===== src/logic/b2s_params.svh =====
`ifndef B2S_PARAMS_SVH
`define B2S_PARAMS_SVH

`define B2S_ADDR_W 19
`define B2S_DATA_W 36
`define B2S_LANES 4
`define B2S_LANE_W 9
`define B2S_MEM_IDX_W 10
`define B2S_BURST_START 2'h0
`define B2S_BEAT0 2'h0
`define B2S_BEAT1 2'h1
`define B2S_LINK_RST_CYC 4'h8
`define B2S_LINK_SYNC_CYC 4'h3
`define B2S_PH_PRE_RISE 2'h2
`define B2S_PH_PRE_FALL 2'h0
`define B2S_PH_SAMPLE_NORM 2'h3
`define B2S_PH_SAMPLE_BYP 2'h1

`endif


===== src/logic/b2s_pkg.sv =====
`include "b2s_params.svh"

package b2s_pkg;

  typedef logic [`B2S_ADDR_W-1:0] b2s_addr_t;
  typedef logic [`B2S_DATA_W-1:0] b2s_data_t;
  typedef logic [`B2S_LANES-1:0] b2s_mask_t;

  typedef enum logic [1:0] {
    B2S_IDLE = 2'b00,
    B2S_CMD = 2'b01,
    B2S_GAP = 2'b10,
    B2S_WB = 2'b11
  } b2s_mst_state_t;

endpackage


===== src/logic/b2s_if.sv =====
`timescale 1ns/1ps
`include "b2s_params.svh"

interface b2s_if;
  logic k;
  logic link_rst;
  logic lock_bypass_n;
  logic new_address_select_n;
  logic read_not_write;
  b2s_pkg::b2s_addr_t a;
  b2s_pkg::b2s_data_t d;
  logic byte_lane_mask0_n;
  logic byte_lane_mask1_n;
  logic byte_lane_mask2_n;
  logic byte_lane_mask3_n;
  b2s_pkg::b2s_data_t q;
  logic q_oe;

  modport mem (
    input k,
    input link_rst,
    input lock_bypass_n,
    input new_address_select_n,
    input read_not_write,
    input a,
    input d,
    input byte_lane_mask0_n,
    input byte_lane_mask1_n,
    input byte_lane_mask2_n,
    input byte_lane_mask3_n,
    output q,
    output q_oe
  );

  modport ctl (
    output k,
    output link_rst,
    output lock_bypass_n,
    output new_address_select_n,
    output read_not_write,
    output a,
    output d,
    output byte_lane_mask0_n,
    output byte_lane_mask1_n,
    output byte_lane_mask2_n,
    output byte_lane_mask3_n,
    input q,
    input q_oe
  );
endinterface


===== src/logic/b2s_bus_master.sv =====
`timescale 1ns/1ps
`include "b2s_params.svh"

module b2s_bus_master (
  b2s_if.ctl lnk,
  input logic mclk,
  input logic rst,
  input logic lock_bypass_req_n,
  input logic req_valid,
  input logic req_write,
  input b2s_pkg::b2s_addr_t req_addr,
  input b2s_pkg::b2s_data_t req_wdata0,
  input b2s_pkg::b2s_data_t req_wdata1,
  input b2s_pkg::b2s_mask_t req_mask0_n,
  input b2s_pkg::b2s_mask_t req_mask1_n,
  output logic req_ready,
  output logic rd_valid,
  output b2s_pkg::b2s_data_t rd_data0,
  output b2s_pkg::b2s_data_t rd_data1
);

  b2s_pkg::b2s_mst_state_t state_d;
  b2s_pkg::b2s_mst_state_t state_q;
  logic [1:0] ph_d;
  logic [1:0] ph_q;
  logic k_d;
  logic k_q;
  logic [3:0] rcnt_d;
  logic [3:0] rcnt_q;
  logic lrst_d;
  logic lrst_q;
  logic bypn_d;
  logic bypn_q;
  logic ld_n_d;
  logic ld_n_q;
  logic rnw_d;
  logic rnw_q;
  logic ready_d;
  logic ready_q;
  b2s_pkg::b2s_addr_t a_d;
  b2s_pkg::b2s_addr_t a_q;
  b2s_pkg::b2s_data_t d_d;
  b2s_pkg::b2s_data_t d_q;
  b2s_pkg::b2s_data_t w1_d;
  b2s_pkg::b2s_data_t w1_q;
  b2s_pkg::b2s_mask_t m_d;
  b2s_pkg::b2s_mask_t m_q;
  b2s_pkg::b2s_mask_t m1_d;
  b2s_pkg::b2s_mask_t m1_q;
  logic pre_rise;
  logic pre_fall;

  // Link clock is mclk divided by four and runs without pause outside reset.
  // Outputs change a quarter period before the device edge that samples them.
  always_comb begin
    ph_d = ph_q + 2'h1;
    k_d = !ph_d[1];
    pre_rise = (ph_q == `B2S_PH_PRE_RISE);
    pre_fall = (ph_q == `B2S_PH_PRE_FALL);
    rcnt_d = (pre_rise && rcnt_q != 4'h0) ? rcnt_q - 4'h1 : rcnt_q;
    // Link reset drops only ahead of a device rising edge, never on it, and requests wait a few
    // more link cycles so the device's reset synchroniser has let go before the first command.
    lrst_d = pre_rise ? (rcnt_d > `B2S_LINK_SYNC_CYC) : lrst_q;
    bypn_d = bypn_q;
    state_d = state_q;
    ld_n_d = ld_n_q;
    rnw_d = rnw_q;
    a_d = a_q;
    d_d = d_q;
    m_d = m_q;
    w1_d = w1_q;
    m1_d = m1_q;
    unique case (state_q)
      b2s_pkg::B2S_IDLE: begin
        if (pre_rise && req_valid && ready_q) begin
          ld_n_d = 1'b0;
          rnw_d = !req_write;
          a_d = req_addr;
          d_d = req_wdata0;
          m_d = req_mask0_n;
          w1_d = req_wdata1;
          m1_d = req_mask1_n;
          state_d = b2s_pkg::B2S_CMD;
        end
      end
      b2s_pkg::B2S_CMD: begin
        if (pre_rise) begin
          ld_n_d = 1'b1;
          state_d = rnw_q ? b2s_pkg::B2S_GAP : b2s_pkg::B2S_WB;
        end
      end
      b2s_pkg::B2S_GAP: begin
        if (pre_fall) begin
          state_d = b2s_pkg::B2S_IDLE;
        end
      end
      b2s_pkg::B2S_WB: begin
        if (pre_fall) begin
          d_d = w1_q;
          m_d = m1_q;
          state_d = b2s_pkg::B2S_IDLE;
        end
      end
    endcase
    ready_d = (state_d == b2s_pkg::B2S_IDLE) && (ph_d == `B2S_PH_PRE_RISE) && (rcnt_d == 4'h0);
    if (rst) begin
      ph_d = 2'h0;
      k_d = 1'b0;
      rcnt_d = `B2S_LINK_RST_CYC;
      lrst_d = 1'b1;
      bypn_d = lock_bypass_req_n;
      state_d = b2s_pkg::B2S_IDLE;
      ld_n_d = 1'b1;
      rnw_d = 1'b1;
      a_d = '0;
      d_d = '0;
      m_d = '1;
      w1_d = '0;
      m1_d = '1;
      ready_d = 1'b0;
    end
  end

  always_ff @(posedge mclk) begin
    ph_q <= ph_d;
    k_q <= k_d;
    rcnt_q <= rcnt_d;
    lrst_q <= lrst_d;
    bypn_q <= bypn_d;
    state_q <= state_d;
    ld_n_q <= ld_n_d;
    rnw_q <= rnw_d;
    a_q <= a_d;
    d_q <= d_d;
    m_q <= m_d;
    w1_q <= w1_d;
    m1_q <= m1_d;
    ready_q <= ready_d;
  end

  assign lnk.k = k_q;
  assign lnk.link_rst = lrst_q;
  assign lnk.lock_bypass_n = bypn_q;
  assign lnk.new_address_select_n = ld_n_q;
  assign lnk.read_not_write = rnw_q;
  assign lnk.a = a_q;
  assign lnk.d = d_q;
  assign lnk.byte_lane_mask0_n = m_q[0];
  assign lnk.byte_lane_mask1_n = m_q[1];
  assign lnk.byte_lane_mask2_n = m_q[2];
  assign lnk.byte_lane_mask3_n = m_q[3];
  assign req_ready = ready_q;

  // Read return passes two flops, then is sampled mid-beat on the phase that suits the latency mode.
  b2s_pkg::b2s_data_t q_s1_q;
  b2s_pkg::b2s_data_t q_s2_q;
  logic oe_s1_q;
  logic oe_s2_q;
  logic samp;
  logic bt_d;
  logic bt_q;
  logic rdv_d;
  logic rdv_q;
  b2s_pkg::b2s_data_t rd0_d;
  b2s_pkg::b2s_data_t rd0_q;
  b2s_pkg::b2s_data_t rd1_d;
  b2s_pkg::b2s_data_t rd1_q;

  always_ff @(posedge mclk) begin
    q_s1_q <= lnk.q;
    q_s2_q <= q_s1_q;
    oe_s1_q <= lnk.q_oe;
    oe_s2_q <= oe_s1_q;
  end

  always_comb begin
    samp = bypn_q ? (ph_q == `B2S_PH_SAMPLE_NORM) : (ph_q == `B2S_PH_SAMPLE_BYP);
    bt_d = bt_q;
    rd0_d = rd0_q;
    rd1_d = rd1_q;
    rdv_d = 1'b0;
    if (samp && oe_s2_q) begin
      if (!bt_q) begin
        rd0_d = q_s2_q;
        bt_d = 1'b1;
      end else begin
        rd1_d = q_s2_q;
        bt_d = 1'b0;
        rdv_d = 1'b1;
      end
    end
    if (rst) begin
      bt_d = 1'b0;
      rd0_d = '0;
      rd1_d = '0;
      rdv_d = 1'b0;
    end
  end

  always_ff @(posedge mclk) begin
    bt_q <= bt_d;
    rd0_q <= rd0_d;
    rd1_q <= rd1_d;
    rdv_q <= rdv_d;
  end

  assign rd_valid = rdv_q;
  assign rd_data0 = rd0_q;
  assign rd_data1 = rd1_q;

endmodule // b2s_bus_master


===== src/flat_wrapper.sv =====
// flat-port wrapper written by rule: the top's interface ports become plain ports
module b2s_bus_master_flat 
  (mclk, rst, lock_bypass_req_n, req_valid, req_write, req_addr, req_wdata0, req_wdata1, req_mask0_n, req_mask1_n, req_ready, rd_valid, rd_data0, rd_data1, lnk_k, lnk_link_rst, lnk_lock_bypass_n, lnk_new_address_select_n, lnk_read_not_write, lnk_a, lnk_d, lnk_byte_lane_mask0_n, lnk_byte_lane_mask1_n, lnk_byte_lane_mask2_n, lnk_byte_lane_mask3_n, lnk_q, lnk_q_oe);
  b2s_if lnk_i ();
  input logic mclk;
  input logic rst;
  input logic lock_bypass_req_n;
  input logic req_valid;
  input logic req_write;
  input b2s_pkg::b2s_addr_t req_addr;
  input b2s_pkg::b2s_data_t req_wdata0;
  input b2s_pkg::b2s_data_t req_wdata1;
  input b2s_pkg::b2s_mask_t req_mask0_n;
  input b2s_pkg::b2s_mask_t req_mask1_n;
  output logic req_ready;
  output logic rd_valid;
  output b2s_pkg::b2s_data_t rd_data0;
  output b2s_pkg::b2s_data_t rd_data1;
  output wire logic [$bits(lnk_i.k)-1:0] lnk_k;
  output wire logic [$bits(lnk_i.link_rst)-1:0] lnk_link_rst;
  output wire logic [$bits(lnk_i.lock_bypass_n)-1:0] lnk_lock_bypass_n;
  output wire logic [$bits(lnk_i.new_address_select_n)-1:0] lnk_new_address_select_n;
  output wire logic [$bits(lnk_i.read_not_write)-1:0] lnk_read_not_write;
  output wire logic [$bits(lnk_i.a)-1:0] lnk_a;
  output wire logic [$bits(lnk_i.d)-1:0] lnk_d;
  output wire logic [$bits(lnk_i.byte_lane_mask0_n)-1:0] lnk_byte_lane_mask0_n;
  output wire logic [$bits(lnk_i.byte_lane_mask1_n)-1:0] lnk_byte_lane_mask1_n;
  output wire logic [$bits(lnk_i.byte_lane_mask2_n)-1:0] lnk_byte_lane_mask2_n;
  output wire logic [$bits(lnk_i.byte_lane_mask3_n)-1:0] lnk_byte_lane_mask3_n;
  input wire logic [$bits(lnk_i.q)-1:0] lnk_q;
  input wire logic [$bits(lnk_i.q_oe)-1:0] lnk_q_oe;
  assign lnk_k = lnk_i.k;
  assign lnk_link_rst = lnk_i.link_rst;
  assign lnk_lock_bypass_n = lnk_i.lock_bypass_n;
  assign lnk_new_address_select_n = lnk_i.new_address_select_n;
  assign lnk_read_not_write = lnk_i.read_not_write;
  assign lnk_a = lnk_i.a;
  assign lnk_d = lnk_i.d;
  assign lnk_byte_lane_mask0_n = lnk_i.byte_lane_mask0_n;
  assign lnk_byte_lane_mask1_n = lnk_i.byte_lane_mask1_n;
  assign lnk_byte_lane_mask2_n = lnk_i.byte_lane_mask2_n;
  assign lnk_byte_lane_mask3_n = lnk_i.byte_lane_mask3_n;
  assign lnk_i.q = lnk_q;
  assign lnk_i.q_oe = lnk_q_oe;
  b2s_bus_master u_core (.lnk(lnk_i), .mclk(mclk), .rst(rst), .lock_bypass_req_n(lock_bypass_req_n), .req_valid(req_valid), .req_write(req_write), .req_addr(req_addr), .req_wdata0(req_wdata0), .req_wdata1(req_wdata1), .req_mask0_n(req_mask0_n), .req_mask1_n(req_mask1_n), .req_ready(req_ready), .rd_valid(rd_valid), .rd_data0(rd_data0), .rd_data1(rd_data1));
endmodule

===== config.mk =====
export PLATFORM = sky130hd
export DESIGN_NAME = b2s_bus_master_flat
export DESIGN_NICKNAME = d
export VERILOG_FILES = /design/src/logic/b2s_pkg.sv /design/src/logic/b2s_if.sv /design/src/logic/b2s_bus_master.sv /design/src/flat_wrapper.sv
export VERILOG_INCLUDE_DIRS = /design/src /design/src/logic
export SDC_FILE = /design/constraint.sdc
export NUM_CORES = 1
export LEC_CHECK = 0
export BUFFER_PORTS_ARGS = -buffer_cell sky130_fd_sc_hd__buf_2
export CAP_MARGIN = 20
export CORE_MARGIN = 2
export CORE_UTILIZATION = 50
export CTS_CLUSTER_SIZE = 20
export DETAILED_ROUTE_END_ITERATION = 12
export PLACE_DENSITY_LB_ADDON = 0.25
export SETUP_SLACK_MARGIN = 0.4
export SLEW_MARGIN = 5
export SYNTH_ARGS = -nofsm -noshare
export SYNTH_HDL_FRONTEND = slang
export SYNTH_SLANG_ARGS = --single-unit

===== constraint.sdc =====
create_clock -name mclk -period 2.3 [get_ports mclk]
set_input_delay 0.115 -clock mclk [delete_from_list [all_inputs] [get_ports mclk]]
set_output_delay 0.115 -clock mclk [all_outputs]
set_load 0.01 [all_outputs]

==> results of run 1 <==
==> routing by layer <==
metal | global-route usage (%) | vias up | wire [microns]
li1 | - | 3652 | -
met1 | 31.23 | 3569 | 9871
met5 | 0 | - | 0
met2 | 49.37 | 357 | 12650
met4 | 11.64 | 0 | 1031
met3 | 6.697 | 87 | 1934
==> sequential cells by signal (all words and copies together), names as in the netlist, 2 cells and up <==
signal	count
u_core.w1_q	36
u_core.rcnt_q	4
u_core.state_q	2
u_core.ph_q	2
u_core.lnk.d	36
u_core.rd_data1	36
u_core.m1_q	4
u_core.q_s2_q	36
u_core.lnk.a	19
u_core.m_q	4
u_core.rd_data0	36
u_core.q_s1_q	36
==> report_power, final <==
| group | switching (W) | total, W | internal, W | leakage [nW] |
|---|---|---|---|---|
| sequential | 0.000115 | 0.00484 | 0.00473 | 2.14 |
| clock | 0.00175 | 0.00440 | 0.00264 | 0.451 |
| combinational | 0.000524 | 0.00106 | 0.000532 | 2.74 |
==> kinds of logic (layout without fill, tap and decap cells) <==
family,Yosys count,in the layout
AO/OA/AOI/OAI,187,187
multiplexers,41,41
buffers and inverters,64,495
AND/OR/NAND/NOR,269,269
other,0,1
adder cells (fa/ha/maj),10,10
XOR/XNOR,2,2
flip-flops,261,261
==> what timing repair did <==
item                                    in CTS  in global routing
hold buffers                               139                  0
hold endpoints to repair                   155                  0
gates resized for setup                      8                 19
buffers inserted                             2                  4
pin swaps                                    1                  4
endpoints found under the setup margin      25                 99
cloned                                       2                  0
==> final cells by class <==
class / count / area (sq um) / area share [%]
diodes: 1 / 2.502 / 0.02002
clock inverters: 12 / 146.4 / 1.171
inverters: 9 / 36.28 / 0.2902
flip-flops and latches: 261 / 5240 / 41.91
well taps: 220 / 275.3 / 2.202
clock buffers: 35 / 755.7 / 6.045
multi-input cells: 509 / 3007 / 24.05
repair buffers: 439 / 3039 / 24.31
==> worst max-delay path by stage <==
| stage | endpoint | depth (start not counted) | startpoint |
|---|---|---|---|
| after floorplan | u_core.lnk.link_rst | 6 | u_core.ph_q[0] |
| after global placement | u_core.lnk.link_rst | 6 | u_core.ph_q[0] |
| after detailed placement | u_core.lnk.link_rst | 6 | u_core.ph_q[0] |
| after CTS | u_core.lnk.d[15] | 4 | u_core.state_q[0] |
| after global routing | u_core.lnk.d[15] | 8 | u_core.ph_q[1] |
| final | u_core.lnk.link_rst | 6 | u_core.ph_q[0] |
==> through the flow <==
step | util (%) | instances
finish | 75.66 | 1486
global route | 75.66 | 1486
CTS | 75.04 | 1481
detailed placement | 60.53 | 1291
global placement | 60.53 | 1291
floorplan | - | 834
==> critical path, delay by kind of cell, from the launching register on <==
| kind | cells | cell delay [ns] |
|---|---|---|
| buffers and inverters | 1 | 0.09 |
| and+or+nand+nor | 2 | 0.67 |
| adders and majority gates | 1 | 0.18 |
| AOI/OAI and AO/OA | 2 | 0.41 |
| DFF | 1 | 0.35 |
==> placed cells by master (no fill, tap or decap), types with 4 or more instances in the layout <==
cell	synthesis	final
sky130_fd_sc_hd__dfxtp_1	260	256
sky130_fd_sc_hd__a211oi_2	0	7
sky130_fd_sc_hd__dlygate4sd3_1	0	139
sky130_fd_sc_hd__clkbuf_16	0	27
sky130_fd_sc_hd__buf_2	19	277
sky130_fd_sc_hd__a211o_1	6	6
sky130_fd_sc_hd__clkinv_2	0	6
sky130_fd_sc_hd__a211oi_1	37	30
sky130_fd_sc_hd__a21oi_1	96	96
sky130_fd_sc_hd__a22o_1	36	36
sky130_fd_sc_hd__dfxtp_2	0	4
sky130_fd_sc_hd__ha_1	10	5
sky130_fd_sc_hd__inv_1	9	8
sky130_fd_sc_hd__mux2i_1	41	41
sky130_fd_sc_hd__clkbuf_8	0	5
sky130_fd_sc_hd__nor2b_1	4	4
sky130_fd_sc_hd__nand3b_1	5	5
sky130_fd_sc_hd__nor2_1	50	49
sky130_fd_sc_hd__buf_4	0	15
sky130_fd_sc_hd__nand2_1	194	194
==> results.md, run 1 <==
- Measured along the x axis, the die boundary spans about 130 microns.
- The synthesized netlist devotes 0.2083% of its cell area to XOR and XNOR gates.
- The most instantiated flip-flop cell in the synthesis netlist is sky130_fd_sc_hd__dfxtp_1.
- The min-delay analysis places its worst path in the category primary input to flop.
- The clock tree buffer depth is 3.
- The largest driver fanout on the critical path is 8.
- The final clock period utilization by the worst path is 78.35%.
- The initial antenna violation count is 1.
- The worst hold path passes through 4 cells.
- The floorplan step defined a die boundary enclosing 17870 sq um.
- In the synthesized netlist, the number of instances is 834.
- The first-pass iteration count of the detailed router is 5.
- TritonCTS built the clock tree.
- In this design, the stage delay of the slowest critical-path cell is 0.41 ns.
- By startpoint and endpoint, the worst setup path is classified as flop to flop.
- The maximum number of pins on one net before global-route repair is 64.
- Routability-driven placement finished with a final weighted congestion of 0.7744.
- The reg2reg setup slack is 0.50 ns.
- The signal on the critical path passes through inv_4, ha_4, or3b_4, nor4b_2, a211oi_1, a211o_1.
- Row generation in the floorplan step produced 47 rows.
- From synthesis to final layout, the design area changed by 48.65%.
- The via count of the first global-routing pass was 7781.
- Yosys attributes the largest share of cell area to sky130_fd_sc_hd__dfxtp_1, sky130_fd_sc_hd__nand2_1, sky130_fd_sc_hd__a21oi_1, sky130_fd_sc_hd__mux2i_1, sky130_fd_sc_hd__a22o_1.
- The number of clock buffers added by TritonCTS is 26.
- The floorplan step set the die height to 133.7 microns.
- Overall power consumption after layout is estimated at 0.01030 W.
- The required time of the critical path is roughly 2.7 ns.
- In the synthesized netlist, the cells that appear most often are sky130_fd_sc_hd__dfxtp_1, sky130_fd_sc_hd__nand2_1, sky130_fd_sc_hd__a21oi_1, sky130_fd_sc_hd__nor2_1, sky130_fd_sc_hd__mux2i_1.
- Synthesis produced a netlist with a net count of 985.
- Buffers placed on the I/O ports in this run total about 280.
- The proportion of synthesized flip-flops having asynchronous set or reset is 0%.
- Among all stages on the critical path, the largest delay is contributed by sky130_fd_sc_hd__or3b_4.
- Summing the areas of all fa, ha and maj instances in the mapped netlist gives 1.488% of the synthesized area.
- The total half-perimeter wirelength after legalization and detailed placement is 13690 microns.
- The cell taking the most area after synthesis is sky130_fd_sc_hd__dfxtp_1.
- The actual slew at the worst max-slew pin is between 0.6 and 0.7 ns.
- By area, the combinational part of the netlist is dominated by compound AO/OA/AOI/OAI gates.
- Timing would allow up to 554.9 MHz.
- The synthesized design devotes to its leading area cell type 61.89% of total area.
- The leakage power summed over all cells is 5.328 nW.
- The first global-routing pass estimated slightly below 40000 microns of wire.
- The clock period minus worst slack is 1.802 ns.
- For the final routed database, the setup TNS stands at 0 ns.
- The netlist area before placement is 8411 sq um.
- The final critical-path setup slack is 0.4979 ns.
- Detailed routing inserted a total of approximately 7700 vias.
- The number of remaining DRC errors is 0.
- The setup skew after layout is 0.01073 ns.
- In this run, synthesis produced a sequential element count of 261.
- STA classifies the critical path startpoint as a flop.
- Summing the areas of all and, or, nand and nor instances in the mapped netlist gives 13.33% of the synthesized area.
- The count of pins on the block boundary is around 280.
- The worst hold slack after final layout is 0.02855 ns.
- CTS saw 261 sinks.
- After clock tree synthesis, the clock-pin slew on the worst setup and hold paths is 0.06 ns.
- The placed instance area is approximately 10000 sq um.
- For hold timing, the worst endpoint is u_core.lnk.new_address_select_n.
- Data on the critical path arrives at its endpoint at 2.21 ns.
- Yosys printed 0 warnings.
- The effective utilization at floorplan is 50.90%.
- The startpoint of the worst register-to-register path is u_core.ph_q[0].
- The region available for standard cell placement spans 16520 sq um.
- The layout filler cell count is 1131.
- The flow ran to the end, and the final reports show no timing, DRC or antenna violations.
- The final antenna-violating net count is 0.
- The cell area power density is 823.7 nW/um^2.
- The number of pins with negative max-slew slack in the final report is 0.
- The number of max-capacitance violations reported is 0.
- The number of setup violations in the final report is 0.
- The synthesized area per cell is 10.08 sq um.
- The worst min-delay path startpoint is req_valid.
- The number of synthesized flops with an enable pin is 1.
- The routed length per placed instance is ~17 microns.
- The violation count after the first detailed-routing iteration is 410.
- The number of distinct standard cells referenced by the synthesized netlist is 39.
- After synthesis, flip-flops and latches occupy 62.24% of the total area.
- The sum of routed wire length over all layers is 25490 microns.
- The final count of hold timing violations came to 0.
- The post-route netlist has 29.25% of its cells at a drive strength greater than 1.
- In the post-synthesis netlist, the cell with the most instances is sky130_fd_sc_hd__dfxtp_1.
- For this run, the post-layout net count is 1397.
- IR analysis of the VDD net gives a maximum drop of 0.0008175 V.
- The buffer type at the clock tree root is sky130_fd_sc_hd__clkbuf_16.
- The cell count of the worst reg-to-reg path is 6.
- Setup repair after global routing could not meet its margin everywhere.
- Headroom to the max-slew limit came out at 56.57%.
- The share of the synthesized area in compound gates (AO/OA/AOI/OAI) is ~15%.
- The portion of netlist area occupied by mux cells is under 10%.
- The worst slack after detailed placement is roughly 0.32 ns.
- For the worst-skew pair, the clock arrives at the later sink with an insertion delay of 0.52 ns.
- The endpoint type of the worst setup path is a flop.
- In the global route stage, overall resource usage came out at 27.53%.
- The total global routing overflow is 0.
- CTS built an H-tree with a depth of 1.
- Once layout is done, the placed cells without fillers occupy 12500 sq um.
- In this run the critical register-to-register path is captured at u_core.lnk.link_rst.
- The detailed-route vias per instance is 5.158.
No activity file was read; power rests on OpenSTA's default activity.
==> inputs of run 2 (changes only) <==
Settings changed: CORE_UTILIZATION 50 to 45.
Clock period 2.3 ns to 1.5 ns, I/O delays scaled along.
==> run 2 against run 1 <==
  * The flow now finishes with violations (setup timing)
  * Core utilization is 7.9 points higher
  * Non-clock buffer count increased by 105
  * Worst setup slack got worse by 0.84 ns
  * Wire length increased by 33%
  * Register-to-register slack got worse by 0.84 ns
  * Largest power group unchanged
  * Highest routed layer unchanged
==> results.md, run 2 (synthesis gave the netlist of run 1 again) <==
- The setup skew after layout is 0.01396 ns (+0.003231 ns).
- The buffer type at the clock tree root is sky130_fd_sc_hd__clkbuf_16.
- The maximum single-stage delay on the critical path is 0.33 ns (-0.08 ns).
- The growth of design area from synthesis to finish is 80.18%.
- The fraction of layout instances using a drive strength above 1 is 48.58% (+19 points).
- The initial antenna violation count is 0 (-1).
- The violation count after the first detailed-routing iteration is 557 (+36%).
- The number of pins with negative max-slew slack in the final report is 0 (unchanged).
- STA classifies the critical path startpoint as a flop.
- The global-route usage over all layers is 28.46% (+0.93 points).
- The vertical die dimension is 140.7 microns (+5.2%).
- The wire length of the first global-routing pass was 44950 microns (+14%).
- The worst slew margin relative to its limit is 64.54% (+8.0 points).
- The critical path arrival is 2.25 ns (+0.04 ns).
- The maximum number of pins on one net before global-route repair is 84 (+31%).
- The horizontal extent of the die came to 140.7 microns (+5.2%).
- The detailed-route vias per instance was 5.421 (+5.1%).
- The count of pins on the block boundary is 279 (unchanged).
- The flow ran to the end, but the final reports show violations.
- Grouping stages by cell kind, the critical path spends the most delay in compound AO/OA/AOI/OAI gates.
- The total half-perimeter wirelength after legalization and detailed placement is 14400 microns (+5.2%).
- The final critical-path setup slack was -0.3435 ns (-0.8414 ns).
- The path category of the worst min-delay check is primary input to flop.
- The cell depth of the worst min-delay path is 3 (-1).
- The number of core rows came to 49 (+4.3%).
- The most frequent standard cell in the layout excluding fill and tap cells is sky130_fd_sc_hd__buf_2.
- Setup repair after global routing could not meet its margin everywhere.
- The number of max-capacitance violations reported is 0 (unchanged).
- The placer congestion estimate is 0.7816 (+0.93%).
- The count of clock tree sinks was 261 (unchanged).
- The via count of the first global-routing pass is 8568 (+10%).
- The total stage count of the critical path was 9 (+3).
- By startpoint and endpoint, the worst setup path is classified as flop to flop.
- The buffer and inverter count on the worst path is 4 (+3).
- The worst supply voltage drop on vdd came to 0.0008562 V (+4.7%).
- The total die area is 19800 sq um (+11%).
- The clock tree buffer depth is 3 (unchanged).
- The detailed-route via count is 8679 (+13%).
- The leakage power summed over all cells is 6.443 nW (+21%).
- The number of input and output port buffers inserted is 278 (unchanged).
- The actual slew at the worst max-slew pin is 0.5302 ns (-0.1213 ns).
- The required time of the critical path is 1.90 ns (-0.81 ns).
- The final reports fail on setup timing.
- The worst-path cell with the longest stage delay is sky130_fd_sc_hd__dfxtp_2.
- The final design instance area without fill is 15150 sq um (+21%).
- The routed length per placed instance is 21.25 microns (+24%).
- The cell area power density was 1143 nW/um^2 (+39%).
- The endpoint type of the worst setup path is a flop.
- The worst hold slack after final layout is 0.1147 ns (+0.08619 ns).
- In the layout the commonest cells are sky130_fd_sc_hd__buf_2, sky130_fd_sc_hd__dfxtp_1, sky130_fd_sc_hd__dlygate4sd3_1, sky130_fd_sc_hd__nand2_1, sky130_fd_sc_hd__a21oi_1.
- The area of the core is 18150 sq um (+9.8%).
- The first-pass iteration count of the detailed router is 5 (unchanged).
- The number of H-tree levels is 1 (unchanged).
- The clock latency of the later-clocked register in the worst-skew pair is 0.53 ns (about the same).
- The final antenna-violating net count was 0 (unchanged).
- The final clock period utilization by the worst path is 122.9% (+45 points).
- The worst slack after detailed placement was -0.2357 ns (-0.5512 ns).
- The number of remaining DRC errors is 0 (unchanged).
- The largest driver fanout on the critical path came to 8 (unchanged).
- The number of setup violations in the final report is 178 (+178).
- The placed instance area is 10430 sq um (+4.3%).
- The clock transition at the registers of the reported paths is 0.07 ns (about the same).
- The number of nets at the end of the flow came to 1502 (+7.5%).
- The clock period minus worst slack is 1.843 ns (+0.04142 ns).
- The final non-filler cell total is 1601 (+7.7%).
- The effective utilization at floorplan is 46.35% (-4.6 points).
- The number of cells in the design after placement is 1326 (+2.7%).
- The cell count of the worst reg-to-reg path is 9 (+3).
- The total CTS buffers is 26 (unchanged).
- The final count of hold timing violations came to 0 (unchanged).
- The highest clock rate is 542.5 MHz (-2.2%).
- The TritonCTS clock tree is yes.
- The sum of routed wire length over all layers is 34020 microns (+33%).
- The signal on the critical path passes through inv_4, buf_6, ha_4, nand3_4, a221oi_4, buf_12, clkbuf_16, nor2_2, a211oi_1.
- The total global routing overflow was 0 (unchanged).
## run 2: cell types whose count changed in the layout (fill, tap and decap cells not counted), moves of 22 or more
cell / delta
sky130_fd_sc_hd__buf_12: +25
sky130_fd_sc_hd__nand2_2: +51
sky130_fd_sc_hd__a21oi_2: +33
sky130_fd_sc_hd__dfxtp_1: -37
sky130_fd_sc_hd__nand2_1: -82
sky130_fd_sc_hd__dfxtp_2: +33
sky130_fd_sc_hd__buf_4: +38
sky130_fd_sc_hd__nand2_4: +31
sky130_fd_sc_hd__a21oi_1: -35
sky130_fd_sc_hd__buf_16: +22
sky130_fd_sc_hd__buf_6: +22
## run 2: worst reg2reg max path, delay by kind of cell (launching register included)
family / cells / cell delay (ns)
buf+inv: 4 / 0.56
compound gates: 2 / 0.56
flops: 1 / 0.33
fa+ha+maj: 1 / 0.14
simple gates: 2 / 0.14
## run 2: through the flow
stage          total power, W  utilization (%)  TNS (ns)
2_1_floorplan        0.008267                -    -3.566
3_3_place_gp         0.008828            57.46    -8.184
3_5_place_dp         0.008860            57.46    -12.77
4_1_cts               0.01673            78.05    -20.25
5_1_grt               0.01782            83.49    -37.28
6_report              0.01732            83.51    -28.02
## run 2: routing by layer
layer	track usage, %	wire [microns]	vias up
met4	13.05	1693	0
met5	0	0	-
met3	5.774	2491	132
li1	-	-	3891
met1	32.20	12330	4181
met2	51.60	17510	475
## run 2: layout make-up
cell class	count	area [sq um]
clock buffer	33	728.2
clock inverter	15	250.2
antenna	1	2.502
tap	229	286.5
sequential	261	5296
inverter	9	38.79
timing repair buffer	544	4883
fill	864	2993
multi-input combinational	509	3669
## run 2: final timing paths
check,startpoint,to,slack (ns)
setup / recovery,u_core.ph_q[0],u_core.lnk.d[19],-0.34
hold / removal,rst,u_core.rcnt_q[2],0.11
setup reg to reg,u_core.ph_q[0],u_core.lnk.d[19],-0.34
hold reg to reg,u_core.q_s1_q[22],u_core.q_s2_q[22],0.32
## run 2: report_power, final
part,switching (W),internal [W],total (W)
Combinational,0.00112,0.00132,0.00245
Clock,0.00278,0.00463,0.00741
Sequential,0.000204,0.00726,0.00747
Total,0.00410,0.0132,0.0173
## run 2: repair_timing
action,CTS,global route
pin swaps,47,83
hold buffers,140,0
gates resized for setup,133,174
gates cloned,23,12
setup endpoints to repair,188,253
setup buffers,31,20
hold endpoints to repair,146,0
